<file path="config.mk">
export PLATFORM = sky130hd
export DESIGN_NAME = tqs_seq
export DESIGN_NICKNAME = d
export VERILOG_FILES = /design/src/tqs_qual.sv /design/src/tqs_seq.sv
export SDC_FILE = /design/constraint.sdc
export NUM_CORES = 1
export LEC_CHECK = 0
export BUFFER_PORTS_ARGS = -buffer_cell sky130_fd_sc_hd__buf_2
export CAP_MARGIN = 0
export CORE_AREA = 8 8 736 738
export DETAILED_ROUTE_END_ITERATION = 6
export DIE_AREA = 0 0 744 746
export PLACE_DENSITY = 0.3
export SLEW_MARGIN = 10
export SYNTH_ARGS = -nofsm -noshare
export SYNTH_HDL_FRONTEND = slang
export SYNTH_SLANG_ARGS = --single-unit
</file>
<file path="constraint.sdc">
create_clock -name mclk_in -period 12 [get_ports mclk_in]
set_input_delay 1.8 -clock mclk_in [delete_from_list [all_inputs] [get_ports mclk_in]]
set_output_delay 1.8 -clock mclk_in [all_outputs]
set_load 0.02 [all_outputs]
</file>
<file path="src/tqs_qual.sv">
`timescale 1ns/1ps
package tqs_pkg;
  // Sampled bus layout
  localparam int unsigned BUS_W     = 80;
  localparam int unsigned ADDR_LSB  = 0;
  localparam int unsigned DATA_LSB  = 32;
  localparam int unsigned STAT_LSB  = 64;
  localparam int unsigned FIELD_W   = 32;
  localparam int unsigned STAT_W    = 16;
  // Sequencer sizing
  localparam int unsigned NUM_TERMS = 7;
  localparam int unsigned WIN_TERMS = 4;
  localparam int unsigned OCC_W     = 16;
  localparam int unsigned TERM_W    = 3;
  // Qualifier slots: terms 0..6, then restart, enable, disable
  localparam int unsigned NUM_QUAL  = 10;
  localparam int unsigned Q_RESTART = 7;
  localparam int unsigned Q_ENABLE  = 8;
  localparam int unsigned Q_DISABLE = 9;
  // Range comparator field select codes
  localparam logic [1:0] RSEL_ADDR = 2'h0;
  localparam logic [1:0] RSEL_DATA = 2'h1;
  localparam logic [1:0] RSEL_STAT = 2'h2;
  // Values after reset, and term-count limits
  localparam logic [BUS_W:0]      RST_BUS  = '0;
  localparam logic [TERM_W-1:0]   RST_TERM = 3'h0;
  localparam logic [OCC_W-1:0]    RST_CNT  = 16'h0000;
  localparam logic [TERM_W-1:0]   MAX_LEN  = 3'h7;
  localparam logic [TERM_W-1:0]   WIN_LEN  = 3'h4;

  // Sequencer states, one-hot
  typedef enum logic [2:0] {
    TQS_IDLE   = 3'b001,
    TQS_SEARCH = 3'b010,
    TQS_DONE   = 3'b100
  } tqs_state_e;
endpackage

// One bus-state qualifier: pattern compare ORed with the shared range result
module tqs_qual (
  // Sampled state
  input  wire logic [tqs_pkg::BUS_W-1:0] sample_in,
  // Pattern setup
  input  wire logic [tqs_pkg::BUS_W-1:0] val_in,
  input  wire logic [tqs_pkg::BUS_W-1:0] mask_in,
  input  wire logic                      pat_en_in,
  // Range contribution
  input  wire logic                      rng_or_in,
  input  wire logic                      rng_hit_in,
  // Result
  output logic                           match_out
);
  logic pat_hit;  // Every compared bit agrees

  // All masked address, data and status bits must hold together
  assign pat_hit   = pat_en_in && (((sample_in ^ val_in) & mask_in) == '0);
  // Range result ORed into this qualifier
  assign match_out = pat_hit || (rng_or_in && rng_hit_in);
endmodule

</file>
<file path="src/tqs_seq.sv">
`timescale 1ns/1ps
// What this block does
// - Qualifier matches when all comparisons hold.
// - Range comparator on address, data or status, invertible.
// - Only one range comparator exists overall.
// - Range result ORs with other qualifiers.
// - Up to seven terms including trigger.
// - Term needs programmed occurrence count to advance.
// - Trigger only after all terms in order.
// - Windowing limits sequencer to four terms.
// - Restart match returns to first term.
// - Restart checked on every new bus cycle while searching, unless windowing is on.
// - Enable only: trace after enable match.
// - Enable plus disable: trace inside window.
// - 80 channels: 64 bus, 16 status.
module tqs_seq (
  // Clock and reset
  input  wire logic                         mclk_in,
  input  wire logic                         rst_n_in,
  // Sampled processor bus, asynchronous to mclk_in
  input  wire logic [tqs_pkg::BUS_W-1:0]    bus_state_in,
  input  wire logic                         bus_valid_in,
  // Measurement control
  input  wire logic                         start_in,
  // Qualifier setup
  input  wire logic [tqs_pkg::BUS_W-1:0]    qual_val_in  [tqs_pkg::NUM_QUAL],
  input  wire logic [tqs_pkg::BUS_W-1:0]    qual_mask_in [tqs_pkg::NUM_QUAL],
  input  wire logic [tqs_pkg::NUM_QUAL-1:0] qual_pat_en_in,
  input  wire logic [tqs_pkg::NUM_QUAL-1:0] qual_rng_or_in,
  // Range comparator setup
  input  wire logic [1:0]                   rng_sel_in,
  input  wire logic [tqs_pkg::FIELD_W-1:0]  rng_lo_in,
  input  wire logic [tqs_pkg::FIELD_W-1:0]  rng_hi_in,
  input  wire logic                         rng_inv_in,
  // Sequencer setup
  input  wire logic [tqs_pkg::TERM_W-1:0]   seq_len_in,
  input  wire logic [tqs_pkg::OCC_W-1:0]    occ_need_in [tqs_pkg::NUM_TERMS],
  input  wire logic                         restart_en_in,
  // Windowing setup
  input  wire logic                         win_en_in,
  input  wire logic                         win_dis_en_in,
  // Results
  output logic                              trigger_out,
  output logic                              trace_store_out,
  output logic                              searching_out,
  output logic [tqs_pkg::TERM_W-1:0]        seq_term_out,
  output logic                              window_open_out
);

  // Whole state of the block
  typedef struct packed {
    logic [tqs_pkg::BUS_W:0]         sync1;   // First synchroniser stage
    logic [tqs_pkg::BUS_W:0]         sync2;   // Second stage
    logic [tqs_pkg::BUS_W:0]         sync3;   // Third stage
    logic [tqs_pkg::BUS_W:0]         held;    // Accepted, settled bus state
    logic                            vprev;   // Valid seen last cycle
    tqs_pkg::tqs_state_e             state;   // Sequencer state
    logic [tqs_pkg::TERM_W-1:0]      term;    // Term being searched
    logic [tqs_pkg::OCC_W-1:0]       cnt;     // Occurrences of current term
    logic                            win;     // Window open
    logic                            trig;    // Trigger seen
    logic                            store;   // State traced this cycle
  } tqs_st_s;

  tqs_st_s st_q;   // Registered state
  tqs_st_s st_d;   // Next state

  logic [tqs_pkg::BUS_W-1:0]    smp;       // Settled bus state
  logic                         ev;        // One new bus cycle to judge
  logic                         rng_hit;   // Shared range comparator result
  logic [tqs_pkg::NUM_QUAL-1:0] qm;        // Qualifier matches
  logic [tqs_pkg::TERM_W-1:0]   len;       // Effective term count
  logic [tqs_pkg::TERM_W-1:0]   last;      // Index of trigger term
  logic [tqs_pkg::OCC_W-1:0]    need;      // Occurrences wanted for term
  logic                         rst_on;    // Restart is usable

  // Inclusive range check on the chosen field, optionally inverted
  function automatic logic in_range(input logic [tqs_pkg::BUS_W-1:0]   s,
                                    input logic [1:0]                  sel,
                                    input logic [tqs_pkg::FIELD_W-1:0] lo,
                                    input logic [tqs_pkg::FIELD_W-1:0] hi,
                                    input logic                        inv);
    logic [tqs_pkg::FIELD_W-1:0] f;
    f = '0;
    case (sel)
      tqs_pkg::RSEL_ADDR: f = s[tqs_pkg::ADDR_LSB +: tqs_pkg::FIELD_W];
      tqs_pkg::RSEL_DATA: f = s[tqs_pkg::DATA_LSB +: tqs_pkg::FIELD_W];
      tqs_pkg::RSEL_STAT: f = {16'h0000, s[tqs_pkg::STAT_LSB +: tqs_pkg::STAT_W]};
      default:            f = '0;
    endcase
    return ((f >= lo) && (f <= hi)) ^ inv;
  endfunction

  // Settled 80-channel sample and the new-cycle event
  assign smp     = st_q.held[tqs_pkg::BUS_W-1:0];
  assign ev      = st_q.held[tqs_pkg::BUS_W] && !st_q.vprev;
  // The single range comparator, shared by every qualifier
  assign rng_hit = in_range(smp, rng_sel_in, rng_lo_in, rng_hi_in, rng_inv_in);

  // One evaluator per qualifier slot
  genvar gi;
  generate
    for (gi = 0; gi < tqs_pkg::NUM_QUAL; gi++)
    begin : g_qual
      tqs_qual u_qual (
        .sample_in  (smp),
        .val_in     (qual_val_in[gi]),
        .mask_in    (qual_mask_in[gi]),
        .pat_en_in  (qual_pat_en_in[gi]),
        .rng_or_in  (qual_rng_or_in[gi]),
        .rng_hit_in (rng_hit),
        .match_out  (qm[gi])
      );
    end
  endgenerate

  // Effective sequence length and occurrence target
  always_comb
  begin
    len = seq_len_in;
    if (len == 3'h0)
    begin
      len = 3'h1;                              // At least the trigger term
    end
    if (win_en_in && (len > tqs_pkg::WIN_LEN))
    begin
      len = tqs_pkg::WIN_LEN;
    end
    last   = len - 3'h1;                       // Seven terms at most
    need   = occ_need_in[st_q.term];
    if (need == 16'h0000)
    begin
      need = 16'h0001;                         // Zero counts as one
    end
    rst_on = restart_en_in && !win_en_in;      // No restart with windowing
  end

  // Next-state logic for synchroniser, sequencer and window
  always_comb
  begin
    st_d       = st_q;
    st_d.store = 1'b0;
    // Three-stage pin synchroniser; take a value once stages two and three agree
    st_d.sync1 = {bus_valid_in, bus_state_in};
    st_d.sync2 = st_q.sync1;
    st_d.sync3 = st_q.sync2;
    if (st_q.sync2 == st_q.sync3)
    begin
      st_d.held = st_q.sync3;
    end
    st_d.vprev = st_q.held[tqs_pkg::BUS_W];

    if (start_in)
    begin
      // New measurement: clear term, count, window and trigger; start searching
      st_d.state = tqs_pkg::TQS_SEARCH;
      st_d.term  = tqs_pkg::RST_TERM;
      st_d.cnt   = tqs_pkg::RST_CNT;
      st_d.win   = 1'b0;
      st_d.trig  = 1'b0;
    end
    else if (ev && (st_q.state != tqs_pkg::TQS_IDLE))
    begin
      // Windowing: enable opens, disable closes a later open window
      if (win_en_in)
      begin
        if (!st_q.win && qm[tqs_pkg::Q_ENABLE])
        begin
          st_d.win   = 1'b1;
          st_d.store = 1'b1;
        end
        else if (st_q.win)
        begin
          st_d.store = 1'b1;
          if (win_dis_en_in && qm[tqs_pkg::Q_DISABLE])
          begin
            st_d.win = 1'b0;
          end
        end
      end
      else
      begin
        st_d.store = 1'b1;                     // No window: every state traced
      end

      // Sequencer
      case (st_q.state)
        tqs_pkg::TQS_SEARCH:
        begin
          if (rst_on && qm[tqs_pkg::Q_RESTART])
          begin
            // Restart wins over any term match
            st_d.term = tqs_pkg::RST_TERM;
            st_d.cnt  = tqs_pkg::RST_CNT;
          end
          else if (qm[st_q.term])
          begin
            if (st_q.term == last)
            begin
              st_d.trig  = 1'b1;
              st_d.state = tqs_pkg::TQS_DONE;
            end
            else if (({1'b0, st_q.cnt} + 17'h00001) >= {1'b0, need})
            begin
              st_d.term = st_q.term + 3'h1;
              st_d.cnt  = tqs_pkg::RST_CNT;
            end
            else
            begin
              st_d.cnt = st_q.cnt + 16'h0001;  // Count another occurrence
            end
          end
        end
        tqs_pkg::TQS_DONE:
        begin
          st_d.trig = 1'b1;                    // Trigger holds until next start_in
        end
        default:
        begin
          st_d.state = tqs_pkg::TQS_IDLE;
        end
      endcase
    end
  end

  // State register
  always_ff @(posedge mclk_in or negedge rst_n_in)
  begin
    if (!rst_n_in)
    begin
      st_q <= '{sync1: tqs_pkg::RST_BUS, sync2: tqs_pkg::RST_BUS,
                sync3: tqs_pkg::RST_BUS, held: tqs_pkg::RST_BUS,
                vprev: 1'b0, state: tqs_pkg::TQS_IDLE,
                term: tqs_pkg::RST_TERM, cnt: tqs_pkg::RST_CNT,
                win: 1'b0, trig: 1'b0, store: 1'b0};
    end
    else
    begin
      st_q <= st_d;
    end
  end

  // Outputs straight from state flops
  assign trigger_out     = st_q.trig;
  assign trace_store_out = st_q.store;
  assign searching_out   = st_q.state[1];   // One-hot search bit, no decode
  assign seq_term_out    = st_q.term;
  assign window_open_out = st_q.win;
endmodule

</file>
# Word level (Yosys, flattened, before mapping)
# Cells that the tools add are included.
word_totals:
  ff_bits: 350
  word_cells: 152
  input_bits: 1889
classes:
  n_reduce_logical: 65
  eq_ne: 12
  mux: 32
  n_addsub: 4
  n_lt_le_gt_ge: 6
  n_bitwise: 22
ops:
  columns: ["operator", "n"]
  rows:
  - ["80-bit bitwise AND", 10]
  - ["80-bit zero test", 10]
  - ["80-bit XOR", 10]
  - ["32-bit case mux with 3 select lines", 1]
  - ["81-bit equality test", 1]
  - ["16-bit 2-to-1 mux", 4]
  - ["19-bit 2-to-1 mux", 3]
  - ["16-bit binary-select mux with 3-bit select", 1]
  - ["32-bit >= comparator", 1]
  - ["32-bit <= comparator", 1]
  - ["1-bit logical AND", 28]
  - ["25-bit 2-to-1 mux", 1]
  - ["24-bit 2-to-1 mux", 1]
  - ["22-bit 2-to-1 mux", 1]
  - ["16-bit by 1-bit adder with 17-bit output, second input constant", 1]
  - ["17-bit by 16-bit >= comparator with 1-bit output", 1]
  - ["16-bit by 1-bit adder with 16-bit output, second input constant", 1]
  - ["16-bit zero test", 1]
  - ["3-bit 2-to-1 mux", 5]
  - ["5-bit AND reduction", 3]
  - ["1-bit 2-to-1 mux", 12]
  - ["3-bit != test, second input constant", 4]
  - ["1-bit logical OR", 10]
  - ["3-bit nonzero test", 3]
  - ["23 further kinds", 27]

# Logic depth before layout (Yosys ltp)
# Gate-level depths: netlist (run 1).
logic_depth:
  depth_word: 14
  mapped_depth: 21

# By module
# A second synthesis (run 1) with hierarchy kept.
hier_totals:
  hier_cells: 2480
  area_unflattened_um2: 25936.1
modules_own_cells:
  columns: ["module", "area_per_inst_um2", "cells_each", "seq_area_each_um2", "n_inst"]
  rows:
  - ["tqs_seq", 14888.0, 1130, 8759.7, 1]
  - ["tqs_qual", 1104.8, 135, 0.0, 10]

# Worst setup path before layout (run 1)
# OpenSTA, ideal clock, no wires.
synth_path:
  kind: "input-to-reg"
  from: "input port rng_sel_in[0]"
  to: "register st_q[3] (netlist name)"
  path_slack_ns: 6.170
  required_ns: 11.875
  path_buffers: 3
  stages: 15
  arrival_time_ns: 5.706
  setup_time_ns: 0.125
  cell_sequence: "buf_4 clkbuf_1 mux2i_1 o21ai_0 ha_1 nand4_1 or3_1 or4b_4 a31oi_4 o2111ai_4 a221o_1 a32o_1 buf_2 and3_1 mux2_2"
synth_via:
  elab_chain_len: 12
  elab_cells_between_ends: 34
synth_rtl:
  columns: ["item", "line_no", "text"]
  rows:
  - ["start: declaration", "tqs_seq.sv:31", "input wire logic [1:0] rng_sel_in,"]
  - ["2-bit equality test, or another cell as far along", "tqs_seq.sv:85", "case (sel)"]
  - ["32-bit case mux with 3 select lines *", "tqs_seq.sv:85", null]
  - ["32-bit >= comparator / 32-bit <= comparator (equally long branches)", "tqs_seq.sv:91", "return ((f >= lo) && (f <= hi)) ^ inv;"]
  - ["1-bit logical AND *", "tqs_seq.sv:91", null]
  - ["1-bit XOR *", "tqs_seq.sv:91", null]
  - ["parallel branches: the longest is 7 deep, another holds 4-bit AND reduction", null, null]
  - ["end signal: assignment", "tqs_seq.sv:231", "st_q <= '{sync1: tqs_pkg::RST_BUS, sync2: tqs_pkg::RST_BUS,"]
  - ["end signal: assignment", "tqs_seq.sv:239", "st_q <= st_d;"]
  - ["end: declaration", "tqs_seq.sv:65", "tqs_st_s st_q;"]
# Mark *: on every way between the ends. The select of a mux whose other input is x is not followed.
# A chain may end at the register's enable or synchronous reset.

# Worst setup path in the final report (run 1)
layout_path:
  from: "input port rng_sel_in[1]"
  to: "register st_q[3] (netlist name)"
# The elaborated chain is that of the path after synthesis.

==> insert_results.sql, run 1 <==
INSERT INTO impl_metrics (metric_group, metric, value, unit) VALUES
('synthesis', 'number_of_instances_in_the_synthesized_netlist', '2717', ''),
('synthesis', 'synth-main-ff-cell', 'sky130_fd_sc_hd__dfrtp_1', ''),
('critical_path', 'timing.critical_path.fanout_max', '41', ''),
('synthesis', 'seq_area_frac_synth', '32.1', '%'),
('clock_tree', 'tritoncts', 'yes', ''),
('route', 'drc_errors', '0', ''),
('route', 'routed_wire_length_per_instance', '49.9', 'µm'),
('layout', 'final_layout_size_suffix_gt1_share', '49.8', '%'),
('critical_path', 'ff2ff_path_depth', '11', ''),
('synthesis', 'synth_enable_flop_cells', '0', ''),
('place', 'post_dp_cell_area', '46600', 'µm²'),
('layout', 'final_net_count', '6655', ''),
('timing', 'layout_min_cycle_time', '7.21', 'ns'),
('min_path', 'hold_path.startpoint', 'st_d[194]', ''),
('pwr', 'p_leak', '22.6', 'nW'),
('synthesis', 'avgSynthCellArea', '10.0', 'µm²'),
('synthesis', 'synth.largest_area_cell', 'sky130_fd_sc_hd__dfrtp_1', ''),
('critical_path', 'timing.critical_path.cells', 'buf_2 > buf_4 > nor2b_1 > buf_4 > nand2_1 > o21ai_0 > ha_1 > a21oi_1 > o21ai_0 > a2111oi_0 > o2111ai_1 > or3_1 > a31oi_2 > o41a_1 > a32o_1 > a21oi_4 > mux2_2', ''),
('synthesis', 'synth-async-reset-ratio', '100', '%'),
('clock_tree', 'clk_pin_slew_worst_paths', '0.06', 'ns'),
('critical_path', 'cp.required', '12.54', 'ns'),
('timing', 'timing.fmax', '139', 'MHz'),
('route', 'vias', '37800', ''),
('global_route', 'number_of_global_route_vias_before_repair', '36200', ''),
('layout', 'postLayoutCellArea', '49300', 'µm²'),
('timing', 'setup-tns-final', '0', 'ns'),
('clock_tree', 'cts_root_buffer', 'sky130_fd_sc_hd__clkbuf_16', ''),
('floorplan', 'die_width', '744', 'µm'),
('synthesis', 'synth_fp_nets', '4687', ''),
('floorplan', 'io_pins', '1896', ''),
('route', 'count_of_tritonroute_iterations_in_the_first_routing_pass', '7', ''),
('global_route', 'global_route.usage.total', '21.0', '%'),
('critical_path', 'launching_element_type_of_the_critical_path', 'input pin', ''),
('synthesis', 'syn_area', '27300', 'µm²'),
('route', 'first_iter_violations', '3703', ''),
('global_route', 'largest_net_degree_at_the_start_of_global_routing', '107', ''),
('floorplan', 'fp_rows', '268', ''),
('global_route', 'grt_first_pass_wirelength', '690000', 'µm'),
('min_path', 'min_path_type', 'flip-flop to flip-flop', ''),
('timing', 'min_period_over_period', '60.1', '%'),
('clock_tree', 'post_cts_buffers', '0', ''),
('synthesis', 'yosys.cell_count.top_type', 'sky130_fd_sc_hd__xor2_1', ''),
('min_path', 'hold-path-cell-count', '0', ''),
('critical_path', 'rr_startpoint', 'smp[28]', ''),
('critical_path', 'crit_path_class', 'input pin to flip-flop', ''),
('synthesis', 'synth.yosys.warnings', '0', ''),
('synthesis', 'synth_seq_cells', '350', ''),
('clock_tree', 'cts_made_buffers', '45', ''),
('clock_tree', 'cts_buffer_depth', '3', ''),
('timing', 'worst_slack', '4.79', 'ns'),
('critical_path', 'startpoint', 'rng_sel_in[1]', ''),
('synthesis', 'synth.top_cell.area_share', '32.0', '%'),
('pwr', 'ir_worst_vdd', '0.0773', 'mV'),
('place', 'hpwl_reported_at_the_end_of_detailed_placement', '555000', 'µm'),
('synthesis', 'synth_area_leaders', 'sky130_fd_sc_hd__dfrtp_1 (32%), sky130_fd_sc_hd__xor2_1 (27%), sky130_fd_sc_hd__a22oi_1 (12%), sky130_fd_sc_hd__mux2_2 (4.0%), sky130_fd_sc_hd__ha_1 (3.7%)', ''),
('clock_tree', 'cts.hold.buffers_added', '0', ''),
('critical_path', 'worst-endpoint-arrival', '7.75', 'ns'),
('place', 'placement.io_buffers', '1895', ''),
('route', 'routed_via_density', '3.09', ''),
('synthesis', 'synth_cell_type_count', '69', ''),
('clock_tree', 'clock_sink_count', '350', ''),
('floorplan', 'floorplan.die.height', '746', 'µm'),
('global_route', 'gr-total-overflow', '0', ''),
('synthesis', 'yosys-top-cells-count', 'sky130_fd_sc_hd__xor2_1 (847), sky130_fd_sc_hd__a22oi_1 (427), sky130_fd_sc_hd__dfrtp_1 (349), sky130_fd_sc_hd__nand4_1 (150), sky130_fd_sc_hd__mux2_2 (98)', ''),
('timing', 'fin_worst_skew', '0.0484', 'ns'),
('job', 'drv_cap', '0', ''),
('run_status', 'outcome', 'completed', ''),
('critical_path', 'critPathMaxStageDelay', '0.85', 'ns'),
('floorplan', 'coreArea', '530000', 'µm²'),
('timing', 'rsz0062_at_grt', 'no', ''),
('layout', 'area_growth_syn_to_layout', '81.0', '%');
## registers in the layout, indices dropped and copies added, names as in the netlist
name,cells
smp,80
trigger_out,1
searching_out,1
st_q,100
trace_store_out,1
window_open_out,1
seq_term_out,3
st_d,163
## placed cells by master (no fill, tap or decap), types with 11 or more instances in the layout
master	count
sky130_fd_sc_hd__buf_2	1894
sky130_fd_sc_hd__xor2_1	841
sky130_fd_sc_hd__diode_2	500
sky130_fd_sc_hd__a22oi_1	427
sky130_fd_sc_hd__dfrtp_1	267
sky130_fd_sc_hd__nand4_1	150
sky130_fd_sc_hd__buf_4	146
sky130_fd_sc_hd__mux2_2	98
sky130_fd_sc_hd__ha_1	81
sky130_fd_sc_hd__dfrtp_4	79
sky130_fd_sc_hd__inv_1	74
sky130_fd_sc_hd__nand2_1	72
sky130_fd_sc_hd__o21ai_0	47
sky130_fd_sc_hd__clkbuf_16	45
sky130_fd_sc_hd__xnor2_1	41
sky130_fd_sc_hd__nor2_1	40
sky130_fd_sc_hd__a21oi_1	35
sky130_fd_sc_hd__mux2i_1	34
sky130_fd_sc_hd__nand3_1	29
sky130_fd_sc_hd__nor2b_1	26
sky130_fd_sc_hd__nor4_1	25
sky130_fd_sc_hd__a221o_1	20
sky130_fd_sc_hd__nor3_1	19
sky130_fd_sc_hd__mux4_2	16
sky130_fd_sc_hd__o2111ai_1	15
sky130_fd_sc_hd__clkbuf_1	14
sky130_fd_sc_hd__and3_1	12
sky130_fd_sc_hd__or2_2	11
sky130_fd_sc_hd__a22o_1	11
## metrics by stage
stage	total power [mW]	std cells	hold WS (ns)	util, %
6_report	3.57	12200	0.344	9.30
5_1_grt	3.72	12000	0.348	9.18
4_1_cts	3.64	11700	0.348	9.06
3_5_place_dp	2.15	11700	0.335	8.78
3_3_place_gp	2.15	11700	0.332	8.78
2_1_floorplan	1.50	2717	0.331	-
## per-layer routing
| metal | share of wire (%) | wire, µm | track usage [%] | vias up |
|---|---|---|---|---|
| met3 | 12 | 74300 | 11.3 | 1285 |
| met1 | 40 | 243000 | 24.4 | 18400 |
| li1 | - | - | - | 14600 |
| met5 | 0.45 | 2720 | 0 | - |
| met2 | 44 | 270000 | 33.4 | 3127 |
| met4 | 3.5 | 21500 | 6.08 | 412 |
## power by group
group | switching (mW) | internal (mW) | leakage, nW
Clock | 0.621 | 0.824 | 0.732
Combinational | 0.496 | 0.377 | 17.8
Sequential | 0.0277 | 1.22 | 4.15
## path summary, 6_finish.rpt
kind	to	slack, ns
hold / removal	st_d[113]	0.34
max in group asynchronous	smp[74]	9.20
hold reg to reg	st_d[113]	0.34
min in group asynchronous	st_d[250]	1.15
setup reg to reg	st_q[3]	5.05
setup / recovery	st_q[3]	4.79
## critical path, delay by kind of cell
family	cells	cell delay, ns
mux	1	0.37
fa+ha+maj	1	0.32
buf+inv	3	0.80
compound gates	9	3.26
simple gates	3	1.11
## kinds of logic (layout without fill, tap and decap cells)
family | count (synthesis) | in the layout | share of synthesized area [%]
xor gates and xnor gates | 888 | 888 | 28.5
AOI/OAI and AO/OA | 628 | 628 | 17.4
and+or+nand+nor | 426 | 426 | 8.66
DFF | 350 | 350 | 32.1
buffers and inverters | 195 | 2198 | 2.90
muxes | 148 | 148 | 6.62
adders and majority gates | 82 | 82 | 3.76
other | 0 | 500 | 0
## cell type report
type | instances | area [µm²]
fillers | 62300 | 481000
repair buffers | 2042 | 10600
diodes | 500 | 1250
well taps | 7020 | 8780
multi-input cells | 2172 | 17900
clock inverters | 17 | 235
flip-flops and latches | 350 | 9060
clock buffers | 65 | 1260
inverters | 74 | 278
(Power assumes the default switching activity.)
==> run 2, diff against run 1 <==
Settings changed: CORE_AREA 8 8 736 738 to 8 8 739 741, DIE_AREA 0 0 744 746 to 0 0 747 749.
Clock period 12 ns to 7 ns, I/O delays scaled along.
==> insert_results.sql, run 2 (synthesized netlist as in run 1, its figures left out) <==
INSERT INTO impl_metrics (metric_group, metric, value, unit) VALUES
('timing', 'max_slew_margin', '4.11', '%'),
('pwr', 'power-per-cell-area', '128', 'nW/µm²'),
('layout', 'mostFrequentLayoutCells', 'sky130_fd_sc_hd__buf_2 (1895), sky130_fd_sc_hd__xor2_1 (842), sky130_fd_sc_hd__a22oi_1 (426), sky130_fd_sc_hd__dfrtp_1 (267), sky130_fd_sc_hd__buf_4 (175)', ''),
('critical_path', 'cp.required', '7.64', 'ns'),
('clock_tree', 'clock_sink_count', '350', ''),
('route', 'routed_via_density', '3.08', ''),
('clock_tree', 'post_cts_buffers', '0', ''),
('pwr', 'p_leak', '22.9', 'nW'),
('floorplan', 'fp_rows', '269', ''),
('timing', 'timing.fmax', '185', 'MHz'),
('layout', 'final_layout_size_suffix_gt1_share', '50.3', '%'),
('critical_path', 'reg2reg_setup_slack', '1.60', 'ns'),
('timing', 'setup-tns-final', '0', 'ns'),
('clock_tree', 'cts.hold.buffers_added', '0', ''),
('min_path', 'min_path_type', 'flip-flop to flip-flop', ''),
('layout', 'postLayoutCellArea', '49500', 'µm²'),
('layout', 'combined_area_of_the_multi_input_logic_cells', '17800', 'µm²'),
('place', 'dpl_worst_slack', '0.963', 'ns'),
('pwr', 'ir_worst_vdd', '0.166', 'mV'),
('clock_tree', 'cts_resized', '0', ''),
('global_route', 'largest_net_degree_at_the_start_of_global_routing', '111', ''),
('critical_path', 'timing.critical_path.fanout_max', '22', ''),
('route', 'count_of_tritonroute_iterations_in_the_first_routing_pass', '7', ''),
('critical_path', 'crit_path_class', 'flip-flop to flip-flop', ''),
('global_route', 'number_of_global_route_vias_before_repair', '35700', ''),
('clock_tree', 'cts_root_buffer', 'sky130_fd_sc_hd__clkbuf_16', ''),
('critical_path', 'critPathCaptureType', 'flip-flop', ''),
('critical_path', 'startpoint', 'seq_term_out[1]', ''),
('floorplan', 'start_util', '5.10', '%'),
('timing', 'final_max_slew_viols', '0', ''),
('clock_tree', 'cts_buffer_depth', '3', ''),
('clock_tree', 'cts_made_buffers', '46', ''),
('clock_tree', 'tritoncts', 'yes', ''),
('timing', 'setup-violations-final', '0', ''),
('timing', 'layout_min_cycle_time', '5.40', 'ns'),
('run_status', 'failed_checks', 'design-rule violations', ''),
('critical_path', 'worst-endpoint-arrival', '6.03', 'ns'),
('layout', 'largest_reg_flops', '163', ''),
('timing', 'worst_slack', '1.60', 'ns'),
('route', 'vias', '37400', ''),
('run_status', 'outcome', 'finished with violations', ''),
('layout', 'area_growth_syn_to_layout', '81.5', '%'),
('layout', 'final_net_count', '6697', ''),
('timing', 'rsz0062_at_grt', 'no', ''),
('global_route', 'gr-total-overflow', '0', ''),
('route', 'first_iter_violations', '3829', ''),
('floorplan', 'io_pins', '1896', ''),
('layout', 'final-seq-area', '9040', 'µm²'),
('timing', 'slew_of_the_pin_with_the_lowest_slew_margin', '1.44', 'ns'),
('layout', 'most_common_cell_after_layout_fill_and_taps_aside', 'sky130_fd_sc_hd__buf_2', ''),
('global_route', 'grt_first_pass_wirelength', '684000', 'µm'),
('clock_tree', 'clock_tree.htree_level_count', '2', ''),
('place', 'place.gp.congestion', '0.947', ''),
('place', 'placement.io_buffers', '1895', ''),
('floorplan', 'floorplan.die.height', '749', 'µm'),
('critical_path', 'worstReg2RegEnd', 'st_q[3]', ''),
('route', 'postRouteAntennaNets', '0', ''),
('place', 'post_dp_cell_area', '47000', 'µm²'),
('route', 'drc_errors', '3', ''),
('clock_tree', 'worstSkewPairLatency', '0.70', 'ns'),
('clock_tree', 'clk_pin_slew_worst_paths', '0.06', 'ns'),
('global_route', 'grt_antenna_before_repair', '961', ''),
('critical_path', 'crit_path_end', 'st_q[3]', ''),
('timing', 'min_period_over_period', '77.1', '%'),
('job', 'drv_cap', '0', ''),
('critical_path', 'launching_element_type_of_the_critical_path', 'flip-flop', ''),
('route', 'routed_wire_length_per_instance', '50.0', 'µm'),
('floorplan', 'die-area', '560000', 'µm²'),
('critical_path', 'ff2ff_path_depth', '18', ''),
('route', 'finalWirelength', '607000', 'µm'),
('timing', 'timing.final.hold_violations', '0', ''),
('critical_path', 'rr_startpoint', 'seq_term_out[1]', ''),
('place', 'hpwl_reported_at_the_end_of_detailed_placement', '555000', 'µm'),
('layout', 'layout.filler_cells', '62700', ''),
('timing', 'fin_worst_skew', '0.0657', 'ns'),
('floorplan', 'coreArea', '534000', 'µm²'),
('floorplan', 'die_width', '747', 'µm'),
('global_route', 'global_route.usage.total', '20.7', '%');
==> run 2: cell types whose count changed in the layout (fill, tap and decap cells not counted), sizes merged <==
cell and delta:
clkbuf +1, diode -173, buf +41, inv +3, clkinv -1
==> run 2: worst min path at each step <==
stage / from / endpoint / cells after the start
detailed placement: st_d[191] / st_d[110] / 0
global placement: st_d[224] / st_d[143] / 0
global route: st_d[210] / st_d[129] / 0
floorplan: st_d[188] / st_d[107] / 0
finish: st_d[206] / st_d[125] / 0
CTS: st_d[240] / st_d[159] / 0
==> run 2: stage by stage <==
| step | util [%] | hold slack (ns) | power, mW | instances |
|---|---|---|---|---|
| floorplan | - | 0.331 | 2.57 | 2717 |
| global placement | 8.79 | 0.333 | 3.76 | 11700 |
| detailed placement | 8.80 | 0.335 | 3.76 | 11700 |
| CTS | 9.10 | 0.324 | 6.45 | 11800 |
| global route | 9.15 | 0.350 | 6.58 | 11900 |
| finish | 9.26 | 0.333 | 6.32 | 12100 |
==> run 2: report_power, final <==
part / total (mW) / switching (mW) / leakage [nW] / internal, mW
registers: 2.14 / 0.0481 / 4.16 / 2.09
clock network: 2.62 / 1.11 / 0.799 / 1.51
logic: 1.56 / 0.907 / 18.0 / 0.653
total: 6.32 / 2.07 / 22.9 / 4.26
==> run 2: critical path: stages, from the launching register on <==
cell	delay, ns
sky130_fd_sc_hd__dfrtp_2	0.77
sky130_fd_sc_hd__buf_4	0.44
sky130_fd_sc_hd__mux4_2	0.35
sky130_fd_sc_hd__o21ai_0	0.73
sky130_fd_sc_hd__nand4_1	0.16
sky130_fd_sc_hd__or4_1	0.51
sky130_fd_sc_hd__o21ai_0	0.11
sky130_fd_sc_hd__ha_1	0.18
sky130_fd_sc_hd__nor2b_1	0.04
sky130_fd_sc_hd__o21a_1	0.16
sky130_fd_sc_hd__o21a_1	0.16
sky130_fd_sc_hd__o21a_1	0.16
sky130_fd_sc_hd__o21a_1	0.16
sky130_fd_sc_hd__o211ai_1	0.31
sky130_fd_sc_hd__nand2_1	0.17
sky130_fd_sc_hd__nor3b_1	0.24
sky130_fd_sc_hd__buf_4	0.20
sky130_fd_sc_hd__and3_1	0.26
sky130_fd_sc_hd__mux2_2	0.18
==> run 2: layer usage <==
| layer | vias to the layer above | GRT usage [%] | wire, µm | share of wire, % |
|---|---|---|---|---|
| met3 | 1368 | 13.6 | 94400 | 16 |
| met5 | - | 0 | 3630 | 0.60 |
| met4 | 548 | 5.11 | 20000 | 3.3 |
| met2 | 3286 | 31.7 | 258000 | 42 |
| met1 | 17700 | 23.8 | 231000 | 38 |
| li1 | 14500 | - | - | - |
==> run 2: layout make-up <==
cell class | instances | share of cell area [%]
Inverter | 74 | 0.561
Clock inverter | 19 | 0.574
Tap cell | 7046 | 17.8
Timing Repair Buffer | 2083 | 22.3
Sequential cell | 350 | 18.3
Antenna cell | 327 | 1.65
Clock buffer | 66 | 2.72
Multi-Input combinational cell | 2172 | 36.0
